$ cat src/hw/tes_pkg.sv
// tes_pkg: constants, types and helpers for the touch event/status block.
// assumes one 25 MHz clock domain; register access is over the I2C pins.
//
// Overview of operation
// eight-bit event source: reset, touch, release, near, far, comp, conv
// event source bit 0 always reads back as zero
// event flags stick until the event source register is next read
// event line asserts for any flagged event not masked at 0x09
// masking only hides the event from the line, flag still recorded
// writing one to event source bit 2 starts compensation on all channels
// eight-bit read-only touch state, bit n for channel n, one is touch
// touch needs difference above threshold plus margin for debounce cycles
// release needs difference below threshold minus margin for debounce
// touch state is live only, never saved to or loaded from storage
// debounce register: touch count in bits 3:2, release count in 1:0
// margin from negative filter bits 7:5, code one gives eight counts
// software reset register sits at address 0xFF
// event line low on unmasked event, high after event source is read
// the pin works as the event line only when its function field is 00
// debounce count restarts whenever a cycle fails its condition
package tes_pkg;

  localparam int NCH = 8;

  // register addresses
  localparam logic [7:0] A_EVENT_SOURCE = 8'h00;
  localparam logic [7:0] A_TOUCH_STATE  = 8'h01;
  localparam logic [7:0] A_PIN_TWO_CFG  = 8'h07;
  localparam logic [7:0] A_EVENT_MASK   = 8'h09;
  localparam logic [7:0] A_THRESH_BASE  = 8'h28;
  localparam logic [7:0] A_DEBOUNCE     = 8'h33;
  localparam logic [7:0] A_NEG_FILT     = 8'h37;
  localparam logic [7:0] A_SOFT_RESET   = 8'hFF;

  // event source bit positions
  localparam int EV_RESET   = 7;
  localparam int EV_TOUCH   = 6;
  localparam int EV_RELEASE = 5;
  localparam int EV_NEAR    = 4;
  localparam int EV_FAR     = 3;
  localparam int EV_COMP    = 2;
  localparam int EV_CONV    = 1;

  // reset values and writable-bit masks
  localparam logic [7:0] EV_IMPL_MASK     = 8'hFE;
  localparam logic [7:0] EVENT_SOURCE_RST = 8'h80;
  localparam logic [7:0] EVENT_MASK_RST   = 8'h00;
  localparam logic [7:0] PIN_TWO_CFG_RST  = 8'h00;
  localparam logic [7:0] PIN_TWO_CFG_MASK = 8'h70;
  localparam logic [7:0] DEBOUNCE_RST     = 8'h00;
  localparam logic [7:0] DEBOUNCE_MASK    = 8'h0F;
  localparam logic [7:0] NEG_FILT_RST     = 8'h00;
  localparam logic [7:0] THRESH_RST       = 8'h00;

  // field positions and scaling
  localparam int         PIN_FN_LSB        = 5;
  localparam logic [1:0] PIN_FN_EVENT_LINE = 2'b00;
  localparam int         TDEB_LSB          = 2;
  localparam int         RDEB_LSB          = 0;
  localparam int         HYST_LSB          = 5;
  localparam int         THRESH_SHIFT      = 4;
  localparam int         HYST_SHIFT        = 3;

  // value that triggers a soft reset when written to A_SOFT_RESET
  localparam logic [7:0] SOFT_RESET_KEY = 8'hDE;
  // bus address, arbitrary value
  localparam logic [6:0] I2C_ADDR_DFLT  = 7'h2B;

  // one-cycle pulses from the measurement front end
  typedef struct packed {
    logic prox_near;
    logic prox_far;
    logic comp_done;
    logic meas_done;
  } tes_evt_s;

  // settings shared by all channels
  typedef struct packed {
    logic [2:0] hyst_code;
    logic [1:0] touch_deb;
    logic [1:0] rel_deb;
  } tes_chan_cfg_s;

  typedef logic [NCH-1:0][15:0] tes_diff_t;

  typedef enum logic [2:0] {
    I2C_IDLE, I2C_ADDR, I2C_AACK, I2C_PTR, I2C_DACK,
    I2C_WDATA, I2C_RDATA, I2C_RACK
  } tes_i2c_e;

  // address falls in the per-channel threshold window
  function automatic logic tes_is_thresh(input logic [7:0] a);
    return (a >= A_THRESH_BASE) && (a < A_THRESH_BASE + 8'(NCH));
  endfunction

endpackage

$ cat src/hw/tes_touch_chan.sv
// tes_touch_chan: touch/release qualifier for one sense channel.
// assumes meas_done is a one-cycle pulse per measurement cycle, same clock.
`timescale 1ns/1ps
module tes_touch_chan
  import tes_pkg::*;
(
  // clock and reset
  input  wire logic          clk,
  input  wire logic          rst_n,
  input  wire logic          clear,
  // measurement
  input  wire logic          meas_done,
  input  wire logic [15:0]   diff,
  input  wire logic [7:0]    thresh_code,
  input  wire tes_chan_cfg_s cfg,
  // state and events
  output logic               touched_r,
  output logic               touch_ev_r,
  output logic               release_ev_r
);

  logic        touched_nxt;
  logic        touch_ev_nxt;
  logic        release_ev_nxt;
  logic [1:0]  cnt_r;
  logic [1:0]  cnt_nxt;
  logic [17:0] diff_x;
  logic [17:0] upper;
  logic [17:0] lower;
  logic        above;
  logic        below;

  // signed compare in 18 bits so thresh minus margin may go negative
  assign diff_x = {{2{diff[15]}}, diff};
  assign upper  = 18'({thresh_code, 4'h0}) + 18'({cfg.hyst_code, 3'h0});
  assign lower  = 18'({thresh_code, 4'h0}) - 18'({cfg.hyst_code, 3'h0});
  assign above  = $signed(diff_x) > $signed(upper);
  assign below  = $signed(diff_x) < $signed(lower);

  // debounce: count qualifying cycles, code n means n+1 cycles
  always_comb begin
    touched_nxt    = touched_r;
    cnt_nxt        = cnt_r;
    touch_ev_nxt   = 1'b0;
    release_ev_nxt = 1'b0;
    if (clear) begin
      touched_nxt = 1'b0;
      cnt_nxt     = 2'h0;
    end else if (meas_done) begin
      if (!touched_r) begin
        if (!above) begin
          cnt_nxt = 2'h0;
        end else if (cnt_r == cfg.touch_deb) begin
          touched_nxt  = 1'b1;
          touch_ev_nxt = 1'b1;
          cnt_nxt      = 2'h0;
        end else begin
          cnt_nxt = cnt_r + 2'h1;
        end
      end else begin
        if (!below) begin
          cnt_nxt = 2'h0;
        end else if (cnt_r == cfg.rel_deb) begin
          touched_nxt    = 1'b0;
          release_ev_nxt = 1'b1;
          cnt_nxt        = 2'h0;
        end else begin
          cnt_nxt = cnt_r + 2'h1;
        end
      end
    end
  end

  // live state only, cleared by reset, never reloaded
  always_ff @(posedge clk or negedge rst_n) begin
    if (!rst_n) begin
      touched_r    <= 1'b0;
      cnt_r        <= 2'h0;
      touch_ev_r   <= 1'b0;
      release_ev_r <= 1'b0;
    end else begin
      touched_r    <= touched_nxt;
      cnt_r        <= cnt_nxt;
      touch_ev_r   <= touch_ev_nxt;
      release_ev_r <= release_ev_nxt;
    end
  end

endmodule

$ cat src/hw/tes_top.sv
// tes_top: event flags, touch state and I2C register slave.
// assumes scl/sda come from pins (synchronised here), front-end pulses
// and difference values are on ref_clk; the open-drain wires are resolved
// outside from the output enables.
`timescale 1ns/1ps
module tes_top
  import tes_pkg::*;
#(
  parameter logic [6:0] DEV_ADDR = I2C_ADDR_DFLT
)(
  // clock and reset
  input  wire logic      ref_clk,
  input  wire logic      resetn,
  // i2c pins
  input  wire logic      scl_i,
  input  wire logic      sda_i,
  output logic           sda_o,
  output logic           sda_oe,
  // multi-function pin two as event line
  output logic           event_line_n_o,
  output logic           event_line_n_oe,
  // measurement front end
  input  wire tes_evt_s  fe_evt,
  input  wire tes_diff_t baseline_difference,
  output logic           comp_start
);

  ////////////////////////////////////////////////////////////////////////
  // reset release and pin synchronisers

  logic rst_meta_r;
  logic rst_n;
  logic scl_meta_r;
  logic scl_s_r;
  logic scl_d_r;
  logic sda_meta_r;
  logic sda_s_r;
  logic sda_d_r;

  // reset asserts at once, releases after two edges
  always_ff @(posedge ref_clk or negedge resetn) begin
    if (!resetn) begin
      rst_meta_r <= 1'b0;
      rst_n      <= 1'b0;
    end else begin
      rst_meta_r <= 1'b1;
      rst_n      <= rst_meta_r;
    end
  end

  // third stage only feeds edge detection, never the meta flop
  always_ff @(posedge ref_clk or negedge rst_n) begin
    if (!rst_n) begin
      scl_meta_r <= 1'b1;
      scl_s_r    <= 1'b1;
      scl_d_r    <= 1'b1;
      sda_meta_r <= 1'b1;
      sda_s_r    <= 1'b1;
      sda_d_r    <= 1'b1;
    end else begin
      scl_meta_r <= scl_i;
      scl_s_r    <= scl_meta_r;
      scl_d_r    <= scl_s_r;
      sda_meta_r <= sda_i;
      sda_s_r    <= sda_meta_r;
      sda_d_r    <= sda_s_r;
    end
  end

  logic scl_rise;
  logic scl_fall;
  logic start_ev;
  logic stop_ev;

  assign scl_rise = scl_s_r & ~scl_d_r;
  assign scl_fall = ~scl_s_r & scl_d_r;
  assign start_ev = scl_s_r & scl_d_r & sda_d_r & ~sda_s_r;
  assign stop_ev  = scl_s_r & scl_d_r & ~sda_d_r & sda_s_r;

  ////////////////////////////////////////////////////////////////////////
  // per-channel touch qualifiers

  logic [NCH-1:0]      touch_st;
  logic [NCH-1:0]      touch_ev;
  logic [NCH-1:0]      rel_ev;
  logic [NCH-1:0][7:0] thresh_r;
  logic [7:0]          deb_r;
  logic [7:0]          negf_r;
  logic                soft_rst_r;
  tes_chan_cfg_s       chan_cfg;

  assign chan_cfg.hyst_code = negf_r[HYST_LSB+:3];
  assign chan_cfg.touch_deb = deb_r[TDEB_LSB+:2];
  assign chan_cfg.rel_deb   = deb_r[RDEB_LSB+:2];

  // bit n of touch state is channel n
  for (genvar g = 0; g < NCH; g++) begin : g_chan
    tes_touch_chan u_chan (
      .clk          (ref_clk),
      .rst_n        (rst_n),
      .clear        (soft_rst_r),
      .meas_done    (fe_evt.meas_done),
      .diff         (baseline_difference[g]),
      .thresh_code  (thresh_r[g]),
      .cfg          (chan_cfg),
      .touched_r    (touch_st[g]),
      .touch_ev_r   (touch_ev[g]),
      .release_ev_r (rel_ev[g])
    );
  end

  ////////////////////////////////////////////////////////////////////////
  // register slave, event flags and configuration

  tes_i2c_e            state_r;
  tes_i2c_e            state_nxt;
  logic [3:0]          bitcnt_r;
  logic [3:0]          bitcnt_nxt;
  logic [7:0]          shift_r;
  logic [7:0]          shift_nxt;
  logic [7:0]          tx_r;
  logic [7:0]          tx_nxt;
  logic [7:0]          ptr_r;
  logic [7:0]          ptr_nxt;
  logic                rw_r;
  logic                rw_nxt;
  logic                sda_oe_nxt;
  logic [7:0]          evsrc_r;
  logic [7:0]          evsrc_nxt;
  logic [7:0]          mask_r;
  logic [7:0]          mask_nxt;
  logic [7:0]          pincfg_r;
  logic [7:0]          pincfg_nxt;
  logic [7:0]          deb_nxt;
  logic [7:0]          negf_nxt;
  logic [NCH-1:0][7:0] thresh_nxt;
  logic                soft_rst_nxt;
  logic                comp_start_nxt;
  logic                evl_oe_nxt;
  logic                wr;
  logic                load;
  logic [7:0]          rd_data;
  logic [7:0]          ev_set;
  logic [7:0]          ev_clr;

  // read mux; unmapped and reserved addresses read zero
  function automatic logic [7:0] rd_byte(input logic [7:0] a);
    logic [7:0] r;
    r = 8'h00;
    if (a == A_EVENT_SOURCE) begin
      r = evsrc_r & EV_IMPL_MASK;
    end else if (a == A_TOUCH_STATE) begin
      r = touch_st;
    end else if (a == A_PIN_TWO_CFG) begin
      r = pincfg_r;
    end else if (a == A_EVENT_MASK) begin
      r = mask_r;
    end else if (a == A_DEBOUNCE) begin
      r = deb_r;
    end else if (a == A_NEG_FILT) begin
      r = negf_r;
    end else if (tes_is_thresh(a)) begin
      r = thresh_r[3'(a - A_THRESH_BASE)];
    end
    return r;
  endfunction

  always_comb rd_data = rd_byte(ptr_r);  // sees flag changes, not just ptr

  // byte engine: shift on scl rise, drive on scl fall
  always_comb begin
    state_nxt  = state_r;
    bitcnt_nxt = bitcnt_r;
    shift_nxt  = shift_r;
    tx_nxt     = tx_r;
    ptr_nxt    = ptr_r;
    rw_nxt     = rw_r;
    sda_oe_nxt = sda_oe;
    wr         = 1'b0;
    load       = 1'b0;
    if (start_ev) begin
      state_nxt  = I2C_ADDR;
      bitcnt_nxt = 4'h0;
      sda_oe_nxt = 1'b0;
    end else if (stop_ev) begin
      state_nxt  = I2C_IDLE;
      sda_oe_nxt = 1'b0;
    end else if (scl_rise) begin
      case (state_r)
        I2C_ADDR, I2C_PTR, I2C_WDATA: begin
          shift_nxt  = {shift_r[6:0], sda_s_r};
          bitcnt_nxt = bitcnt_r + 4'h1;
        end
        I2C_RACK: begin
          if (sda_s_r) begin
            state_nxt = I2C_IDLE;                    // master nack ends read
          end
        end
        default: begin
        end
      endcase
    end else if (scl_fall) begin
      case (state_r)
        I2C_ADDR: begin
          if (bitcnt_r == 4'h8) begin
            if (shift_r[7:1] == DEV_ADDR) begin
              rw_nxt     = shift_r[0];
              sda_oe_nxt = 1'b1;
              state_nxt  = I2C_AACK;
            end else begin
              state_nxt = I2C_IDLE;
            end
          end
        end
        I2C_PTR: begin
          if (bitcnt_r == 4'h8) begin
            ptr_nxt    = shift_r;
            sda_oe_nxt = 1'b1;
            state_nxt  = I2C_DACK;
          end
        end
        I2C_WDATA: begin
          if (bitcnt_r == 4'h8) begin
            wr         = 1'b1;
            ptr_nxt    = ptr_r + 8'h01;
            sda_oe_nxt = 1'b1;
            state_nxt  = I2C_DACK;
          end
        end
        I2C_AACK: begin
          bitcnt_nxt = 4'h0;
          if (rw_r) begin
            load      = 1'b1;
            state_nxt = I2C_RDATA;
          end else begin
            sda_oe_nxt = 1'b0;
            state_nxt  = I2C_PTR;
          end
        end
        I2C_DACK: begin
          bitcnt_nxt = 4'h0;
          sda_oe_nxt = 1'b0;
          state_nxt  = I2C_WDATA;
        end
        I2C_RDATA: begin
          if (bitcnt_r == 4'h8) begin
            sda_oe_nxt = 1'b0;
            state_nxt  = I2C_RACK;
          end else begin
            sda_oe_nxt = ~tx_r[7];
            tx_nxt     = {tx_r[6:0], 1'b0};
            bitcnt_nxt = bitcnt_r + 4'h1;
          end
        end
        I2C_RACK: begin
          load      = 1'b1;
          state_nxt = I2C_RDATA;
        end
        default: begin
        end
      endcase
    end
    // a load presents bit 7 now and walks the pointer on
    if (load) begin
      sda_oe_nxt = ~rd_data[7];
      tx_nxt     = {rd_data[6:0], 1'b0};
      bitcnt_nxt = 4'h1;
      ptr_nxt    = ptr_r + 8'h01;
    end
  end

  // event flags: a set landing with the read-clear still wins
  always_comb begin
    ev_set          = 8'h00;
    ev_set[EV_TOUCH]   = |touch_ev;
    ev_set[EV_RELEASE] = |rel_ev;
    ev_set[EV_NEAR]    = fe_evt.prox_near;
    ev_set[EV_FAR]     = fe_evt.prox_far;
    ev_set[EV_COMP]    = fe_evt.comp_done;
    ev_set[EV_CONV]    = fe_evt.meas_done;
    // only the bits actually shifted out are cleared, so none is lost
    ev_clr = (load && ptr_r == A_EVENT_SOURCE) ? rd_data : 8'h00;
    if (soft_rst_r) begin
      evsrc_nxt = EVENT_SOURCE_RST | ev_set;
    end else begin
      evsrc_nxt = ((evsrc_r & ~ev_clr) | ev_set) & EV_IMPL_MASK;
    end
  end

  // register writes and their side effects
  always_comb begin
    mask_nxt       = mask_r;
    pincfg_nxt     = pincfg_r;
    deb_nxt        = deb_r;
    negf_nxt       = negf_r;
    thresh_nxt     = thresh_r;
    soft_rst_nxt   = 1'b0;
    comp_start_nxt = 1'b0;
    if (soft_rst_r) begin
      mask_nxt   = EVENT_MASK_RST;
      pincfg_nxt = PIN_TWO_CFG_RST;
      deb_nxt    = DEBOUNCE_RST;
      negf_nxt   = NEG_FILT_RST;
      thresh_nxt = {NCH{THRESH_RST}};
    end else if (wr) begin
      if (ptr_r == A_EVENT_SOURCE) begin
        comp_start_nxt = shift_r[EV_COMP];
      end else if (ptr_r == A_PIN_TWO_CFG) begin
        pincfg_nxt = shift_r & PIN_TWO_CFG_MASK;
      end else if (ptr_r == A_EVENT_MASK) begin
        mask_nxt = shift_r;
      end else if (ptr_r == A_DEBOUNCE) begin
        deb_nxt = shift_r & DEBOUNCE_MASK;
      end else if (ptr_r == A_NEG_FILT) begin
        negf_nxt = shift_r;
      end else if (tes_is_thresh(ptr_r)) begin
        thresh_nxt[3'(ptr_r - A_THRESH_BASE)] = shift_r;
      end else if (ptr_r == A_SOFT_RESET) begin
        soft_rst_nxt = (shift_r == SOFT_RESET_KEY);
      end
    end
  end

  // line pulled low while an unmasked flag stands, in event mode only
  always_comb begin
    evl_oe_nxt = (pincfg_r[PIN_FN_LSB+:2] == PIN_FN_EVENT_LINE) &&
                 (|(evsrc_r & ~mask_r));
  end

  // all registered state of the slave
  always_ff @(posedge ref_clk or negedge rst_n) begin
    if (!rst_n) begin
      state_r         <= I2C_IDLE;
      bitcnt_r        <= 4'h0;
      shift_r         <= 8'h00;
      tx_r            <= 8'h00;
      ptr_r           <= 8'h00;
      rw_r            <= 1'b0;
      sda_oe          <= 1'b0;
      sda_o           <= 1'b0;
      evsrc_r         <= EVENT_SOURCE_RST;
      mask_r          <= EVENT_MASK_RST;
      pincfg_r        <= PIN_TWO_CFG_RST;
      deb_r           <= DEBOUNCE_RST;
      negf_r          <= NEG_FILT_RST;
      thresh_r        <= {NCH{THRESH_RST}};
      soft_rst_r      <= 1'b0;
      comp_start      <= 1'b0;
      event_line_n_o  <= 1'b0;
      event_line_n_oe <= 1'b0;
    end else begin
      state_r         <= state_nxt;
      bitcnt_r        <= bitcnt_nxt;
      shift_r         <= shift_nxt;
      tx_r            <= tx_nxt;
      ptr_r           <= ptr_nxt;
      rw_r            <= rw_nxt;
      sda_oe          <= sda_oe_nxt;
      sda_o           <= 1'b0;                       // open drain: low only
      evsrc_r         <= evsrc_nxt;
      mask_r          <= mask_nxt;
      pincfg_r        <= pincfg_nxt;
      deb_r           <= deb_nxt;
      negf_r          <= negf_nxt;
      thresh_r        <= thresh_nxt;
      soft_rst_r      <= soft_rst_nxt;
      comp_start      <= comp_start_nxt;
      event_line_n_o  <= 1'b0;
      event_line_n_oe <= evl_oe_nxt;
    end
  end

endmodule

$ cat config.mk
export PLATFORM = sky130hd
export DESIGN_NAME = tes_top
export DESIGN_NICKNAME = d
export VERILOG_FILES = /design/src/hw/tes_pkg.sv /design/src/hw/tes_touch_chan.sv /design/src/hw/tes_top.sv
export SDC_FILE = /design/constraint.sdc
export NUM_CORES = 1
export LEC_CHECK = 0
export ABC_CLOCK_PERIOD_IN_PS = 10900
export BUFFER_PORTS_ARGS = -buffer_cell sky130_fd_sc_hd__buf_2
export CAP_MARGIN = 30
export CORE_MARGIN = 2
export CORE_UTILIZATION = 30
export DETAILED_ROUTE_END_ITERATION = 7
export PLACE_DENSITY = 0.55
export SYNTH_ARGS = -nofsm -noshare
export SYNTH_HDL_FRONTEND = slang
export SYNTH_SLANG_ARGS = --single-unit
export TNS_END_PERCENT = 1
$ cat constraint.sdc
create_clock -name ref_clk -period 10.9 [get_ports ref_clk]
set_input_delay 1.09 -clock ref_clk [delete_from_list [all_inputs] [get_ports ref_clk]]
set_output_delay 1.09 -clock ref_clk [all_outputs]
set_load 0.1 [all_outputs]
# --- Word level (Yosys, flattened, before mapping) ---
# Cells that the tools add are included.
word_totals:
  wordCells: 517
  rom_bits: 0
  ram_bits: 0
  mem_count: 0
  inputBits: 136
  regBits: 188
  latch_bits: 0
  output_inout_bits: 5
classes:
  eq_ne: 56
  mul: 0
  bitwise_logic: 21
  muxes: 290
  shifts: 0
  addsub: 27
  div_mod_pow: 0
  reduce_logical: 40
  n_lt_le_gt_ge: 20
ops:
  columns: ["operator", "n"]
  rows:
  - ["$mux 64", 8]
  - ["$mux 8", 47]
  - ["$mux 1", 153]
  - ["$gt 16x14->1", 8]
  - ["$lt 16x13->1", 8]
  - ["$mux 2", 57]
  - ["$add 12x6->13", 8]
  - ["$sub 12x6->13", 8]
  - ["$bwmux 64", 1]
  - ["$reduce_and 7->1", 5]
  - ["$eq 2x2->1", 16]
  - ["$mux 3", 10]
  - ["$ne 5x5->1 const B", 6]
  - ["$mux 4", 7]
  - ["$bmux 8 s3", 1]
  - ["$demux 8 s3", 1]
  - ["$reduce_or 8->1", 3]
  - ["$pmux 3 s6", 1]
  - ["$reduce_bool 2->1", 9]
  - ["$add 2x1->2 const B", 8]
  - ["$and 8x8->8", 2]
  - ["$eq 8x6->1 const B", 2]
  - ["$eq 8x8->1 const B", 2]
  - ["$not 8->8", 2]
  - ["42 further kinds", 81]

# --- Logic depth before layout (Yosys ltp) ---
depth:
  ltp_word: 15
  ltp_mapped: 14
  mapped_depth_nobuf: 14

# --- Hierarchy ---
# From an unflattened synthesis, not the netlist that was laid out.
unflattened:
  hier_cells: 1865
  area_unflattened_um2: 16622.2
modules_own_cells:
  columns: ["module", "cells_per_inst", "area_per_inst_um2", "instances", "seq_area_each_um2"]
  rows:
  - ["tes_top", 758, 7327.0, 1, 3437.0]
  - ["tes_touch_chan at g_chan[2].u_chan ...", 138, 1167.4, 4, 125.1]
  - ["tes_touch_chan at g_chan[0].u_chan ...", 137, 1164.9, 2, 125.1]
  - ["tes_touch_chan at g_chan[6].u_chan", 140, 1156.1, 1, 125.1]
  - ["tes_touch_chan at g_chan[7].u_chan", 141, 1139.8, 1, 125.1]

# --- Worst setup path before layout ---
# OpenSTA, ideal clock, no wires.
synth_path:
  path_type: "register -> register"
  startpoint: "register negf_r[6]"
  endpoint: "register g_chan[7].u_chan.touched_r"
  setup_ns: 0.144
  n_path_buf: 0
  period_less_slack_ns: 4.150
  t_required_ns: 10.756
  setup_slack_ns: 6.750
  t_arrival_ns: 4.006
  path_stages_with_launch: 15
  path_cell_list: "dfrtp_1 -> inv_1 -> ha_1 -> a21o_1 -> a21oi_1 -> nand2b_1 -> nor4_1 -> nand2_1 -> ha_1 -> a21o_1 -> a2111oi_0 -> o2111ai_1 -> o21ai_0 -> nor2b_1 -> a22oi_1"
synth_between:
  elab_chain_len: 6
  elab_cells_between_ends: 9
  classes_between: "2 x add/sub; 2 x order compare; 5 x mux"
synth_rtl:
  columns: ["element", "line_no", "source"]
  rows:
  - ["start: declaration", "tes_top.sv:88", "logic [7:0] negf_r;"]
  - ["start signal: assignment", "tes_top.sv:364", "negf_r <= negf_nxt;"]
  - ["$add 12x6->13 / $sub 12x6->13 (equally long branches)", "tes_touch_chan.sv:35, tes_touch_chan.sv:36", null]
  - ["$gt 16x14->1 / $lt 16x13->1 (equally long branches)", "tes_touch_chan.sv:37, tes_touch_chan.sv:38", null]
  - ["$mux 1 (on tied branches)", "tes_touch_chan.sv:51, tes_touch_chan.sv:61", null]
  - ["$mux 1 *", "tes_touch_chan.sv:50", "if (!touched_r) begin"]
  - ["$mux 1 *", "tes_touch_chan.sv:49", "end else if (meas_done) begin"]
  - ["$mux 1 *", "tes_touch_chan.sv:46", "if (clear) begin"]
  - ["end signal: assignment", "tes_touch_chan.sv:82", "touched_r <= touched_nxt;"]
  - ["end: declaration", "tes_touch_chan.sv:17", "output logic touched_r,"]
# Mark *: on every way between the ends. The rest lies on a longest branch, timed or not. The select of a mux whose other input is x is not followed.
# A chain may end at the register's enable or synchronous reset.

# --- Worst setup path in the final report ---
# Ends and elaborated chain as after synthesis.

==> impl_metrics.json <==
{
  "worst_pin_slew_ns": 1.02,
  "drive_above_1_share": 0.121,
  "grt.overflow.total": 0,
  "drc": 0,
  "synth.cell_area_sq_um": 16200,
  "gp_congestion": 0.878,
  "post-dp-hpwl_um": 38500,
  "synth_edf_count": 0,
  "fin_area_sq_um": 18000,
  "row_count": 85,
  "area_delta_synth_final_pct": 11.1,
  "timing.final.crit_share": 0.412,
  "peakVddDrop_v": 0.000105,
  "grt_pass1_vias": 13800,
  "clk_latency_ns": 0.43,
  "path_max_fanout": 8,
  "hold_end": "sda_s_r$_DFF_PN1_",
  "dieWidth_um": 237,
  "fin_nets": 2213,
  "drt-wirelength-per-cell_um": 19.9,
  "grt_max_degree": 66,
  "drt-pass1-iter-count": 6,
  "cts_tree": "yes",
  "setup_viol": 0,
  "arrival_ns": 4.77,
  "final-instance-count-excl-fill": 2553,
  "fin_tns_setup_ns": 0,
  "skew_ns": 0.0136,
  "drv_slew": 0,
  "die_height_um": 237,
  "worstSetupPathType": "register to register",
  "initial_utilization": 0.303,
  "postRouteAntennaNets": 0,
  "cts_root_buffer": "clkbuf_16",
  "outcome": "finished clean",
  "required_ns": 11.19,
  "htreeDepth": 4,
  "via_per_inst": 5.44,
  "port_buffers": 138,
  "finalCriticalPeriod_ns": 4.49,
  "r2r_slack_ns": 6.41,
  "grt_use_total": 0.182,
  "worstHoldPathCells": 0,
  "rr_worst_depth": 14,
  "ys_async_sr_fraction": 1.00,
  "relSlewSlack": 0.313,
  "netlist_instances": 1786,
  "worst_r2r_startpoint": "negf_r[6]$_DFFE_PN0P_",
  "ys_seq_area_frac": 0.274,
  "cts_resized": 0,
  "timing.hold.ws_ns": 0.358,
  "ios": 141,
  "dp_cells": 2521,
  "hold_viol": 0,
  "cp-end-kind": "register",
  "timing.rr.end": "g_chan[7].u_chan.touched_r$_DFFE_PN0P_",
  "fin_util": 0.336,
  "drv_cap": 0,
  "drt-initial-drc-count": 1177,
  "max_freq_mhz": 223,
  "die-area_sq_um": 55900,
  "clockBufferDepth": 2,
  "grt_pass1_wl_um": 79500,
  "powerDensity_nw_per_um2": 93.2,
  "n_fill_cell": 5555,
  "yosysWarnings": 0,
  "coreArea_sq_um": 53600,
  "rsz0062_at_grt": "false",
  "via_count": 13900,
  "synth_cell_types": 82,
  "p_leak_uw": 0.00801,
  "cts.sinks": 177,
  "layout_common_cells": "ha_1, nor2_1, dfrtp_1",
  "final_common_cell": "ha_1",
  "hold_start": "sda_meta_r$_DFF_PN1_",
  "ys.flop_type": "dfrtp_1",
  "synth_area_per_cell_sq_um": 9.08,
  "postCtsSetupBuffers": 0,
  "place_area_sq_um": 17400,
  "synth_seq_cells": 177,
  "antenna_found_initial": 2,
  "setup.worst_path.start_class": "register",
  "cts_buffers": 17,
  "clk_pin_slew_ns": 0.07,
  "min_path_type": "register to register",
  "postCtsHoldBufs": 0,
  "wirelength_um": 50900
}
[cell families after synthesis]
kind of cell               count (synthesis)  synth area share
buffers and inverters                    183            0.0451
xor gates and xnor gates                 140            0.0761
adders and majority gates                233             0.188
other                                      2          0.000463
DFF                                      177             0.274
and+or+nand+nor                          594             0.186
muxes                                    127            0.0870
AOI/OAI and AO/OA                        330             0.144
[worst max-delay path by stage]
| stage | cells past startpoint | end | slack (ns) | start |
|---|---|---|---|---|
| floorplan | 0 | bitcnt_r[0]$_DFFE_PN0P_ | 5.61 | rst_n$_DFF_PN0_ |
| global placement | 14 | g_chan[7].u_chan.touched_r$_DFFE_PN0P_ | 6.67 | negf_r[6]$_DFFE_PN0P_ |
| detailed placement | 14 | g_chan[7].u_chan.touched_r$_DFFE_PN0P_ | 6.52 | negf_r[6]$_DFFE_PN0P_ |
| CTS | 14 | g_chan[7].u_chan.touched_r$_DFFE_PN0P_ | 6.48 | negf_r[6]$_DFFE_PN0P_ |
| global route | 14 | g_chan[7].u_chan.touched_r$_DFFE_PN0P_ | 6.03 | negf_r[6]$_DFFE_PN0P_ |
| finish | 14 | g_chan[7].u_chan.touched_r$_DFFE_PN0P_ | 6.41 | negf_r[6]$_DFFE_PN0P_ |
[layout make-up]
type | count | area, sq um | area share
timing repair buffer | 149 | 773 | 0.0429
tap | 696 | 871 | 0.0483
sequential | 177 | 4440 | 0.247
inverter | 72 | 270 | 0.0150
antenna | 2 | 5.00 | 0.000278
multi-input combinational | 1427 | 11100 | 0.613
clock inverter | 12 | 174 | 0.00965
clock buffer | 18 | 429 | 0.0238
[per-stage QoR]
stage	setup WS, ns	total power, uW
floorplan	5.61	917
global placement	6.67	1030
detailed placement	6.52	1040
CTS	6.48	1690
global route	6.03	1760
finish	6.41	1680
[flip-flops by register name (all words and copies together), names as in the netlist, 3 cells and up]
name                        flops
bitcnt_r                        4
shift_r                         8
g_chan.u_chan.cnt_r            16
g_chan.u_chan.release_ev_r      8
g_chan.u_chan.touched_r         8
negf_r                          8
state_r                         3
ptr_r                           8
pincfg_r                        3
mask_r                          8
tx_r                            7
evsrc_r                         7
thresh_r                       64
deb_r                           4
g_chan.u_chan.touch_ev_r        8
[worst max-delay path, cell delays in order, from the launching register on]
cell	delay (ns)
dfrtp_1	0.38
inv_1	0.56
ha_1	0.37
a21o_1	0.16
a21oi_1	0.24
nand2b_1	0.11
nor4_1	0.33
nand2_1	0.22
ha_1	0.35
a21o_1	0.17
a2111oi_0	0.57
o2111ai_1	0.19
o21ai_0	0.35
nor2b_1	0.24
a22oi_1	0.11
[routing by layer]
layer	vias to the layer above	wire length (um)	track usage
met3	76	3310	0.0283
met4	0	1260	0.0531
met2	438	23500	0.296
met5	-	0	0
li1	6575	-	-
met1	6788	22800	0.249
[cells in the mapped netlist (10+ instances only)]
cell / instances / area [sq um]
xor2_1: 71 / 622
xnor2_1: 68 / 596
nand4_1: 13 / 81.3
mux2i_1: 105 / 1050
clkbuf_1: 77 / 289
o31ai_1: 11 / 82.6
nor4_1: 25 / 156
nand2b_1: 19 / 119
o2111ai_1: 10 / 87.6
nor2_1: 197 / 739
a21o_1: 30 / 225
a31oi_1: 13 / 81.3
dfrtp_1: 170 / 4250
a2111oi_0: 10 / 87.6
mux2_2: 12 / 135
buf_2: 17 / 85.1
a211oi_1: 13 / 97.6
ha_1: 216 / 2700
o211ai_1: 23 / 173
inv_1: 72 / 270
nand3_1: 65 / 325
and4_1: 12 / 105
fa_1: 17 / 340
o21ai_0: 39 / 195
and3_1: 20 / 125
nor3_1: 26 / 130
a22oi_1: 12 / 90.1
mux4_2: 10 / 225
a21oi_1: 77 / 385
nor2b_1: 32 / 200
nand2_1: 117 / 439
[power breakdown]
group / internal [uW] / switching [uW]
Clock: 366 / 285
Sequential: 687 / 88.6
Combinational: 110 / 142
Power figures use the tool's default switching activity.
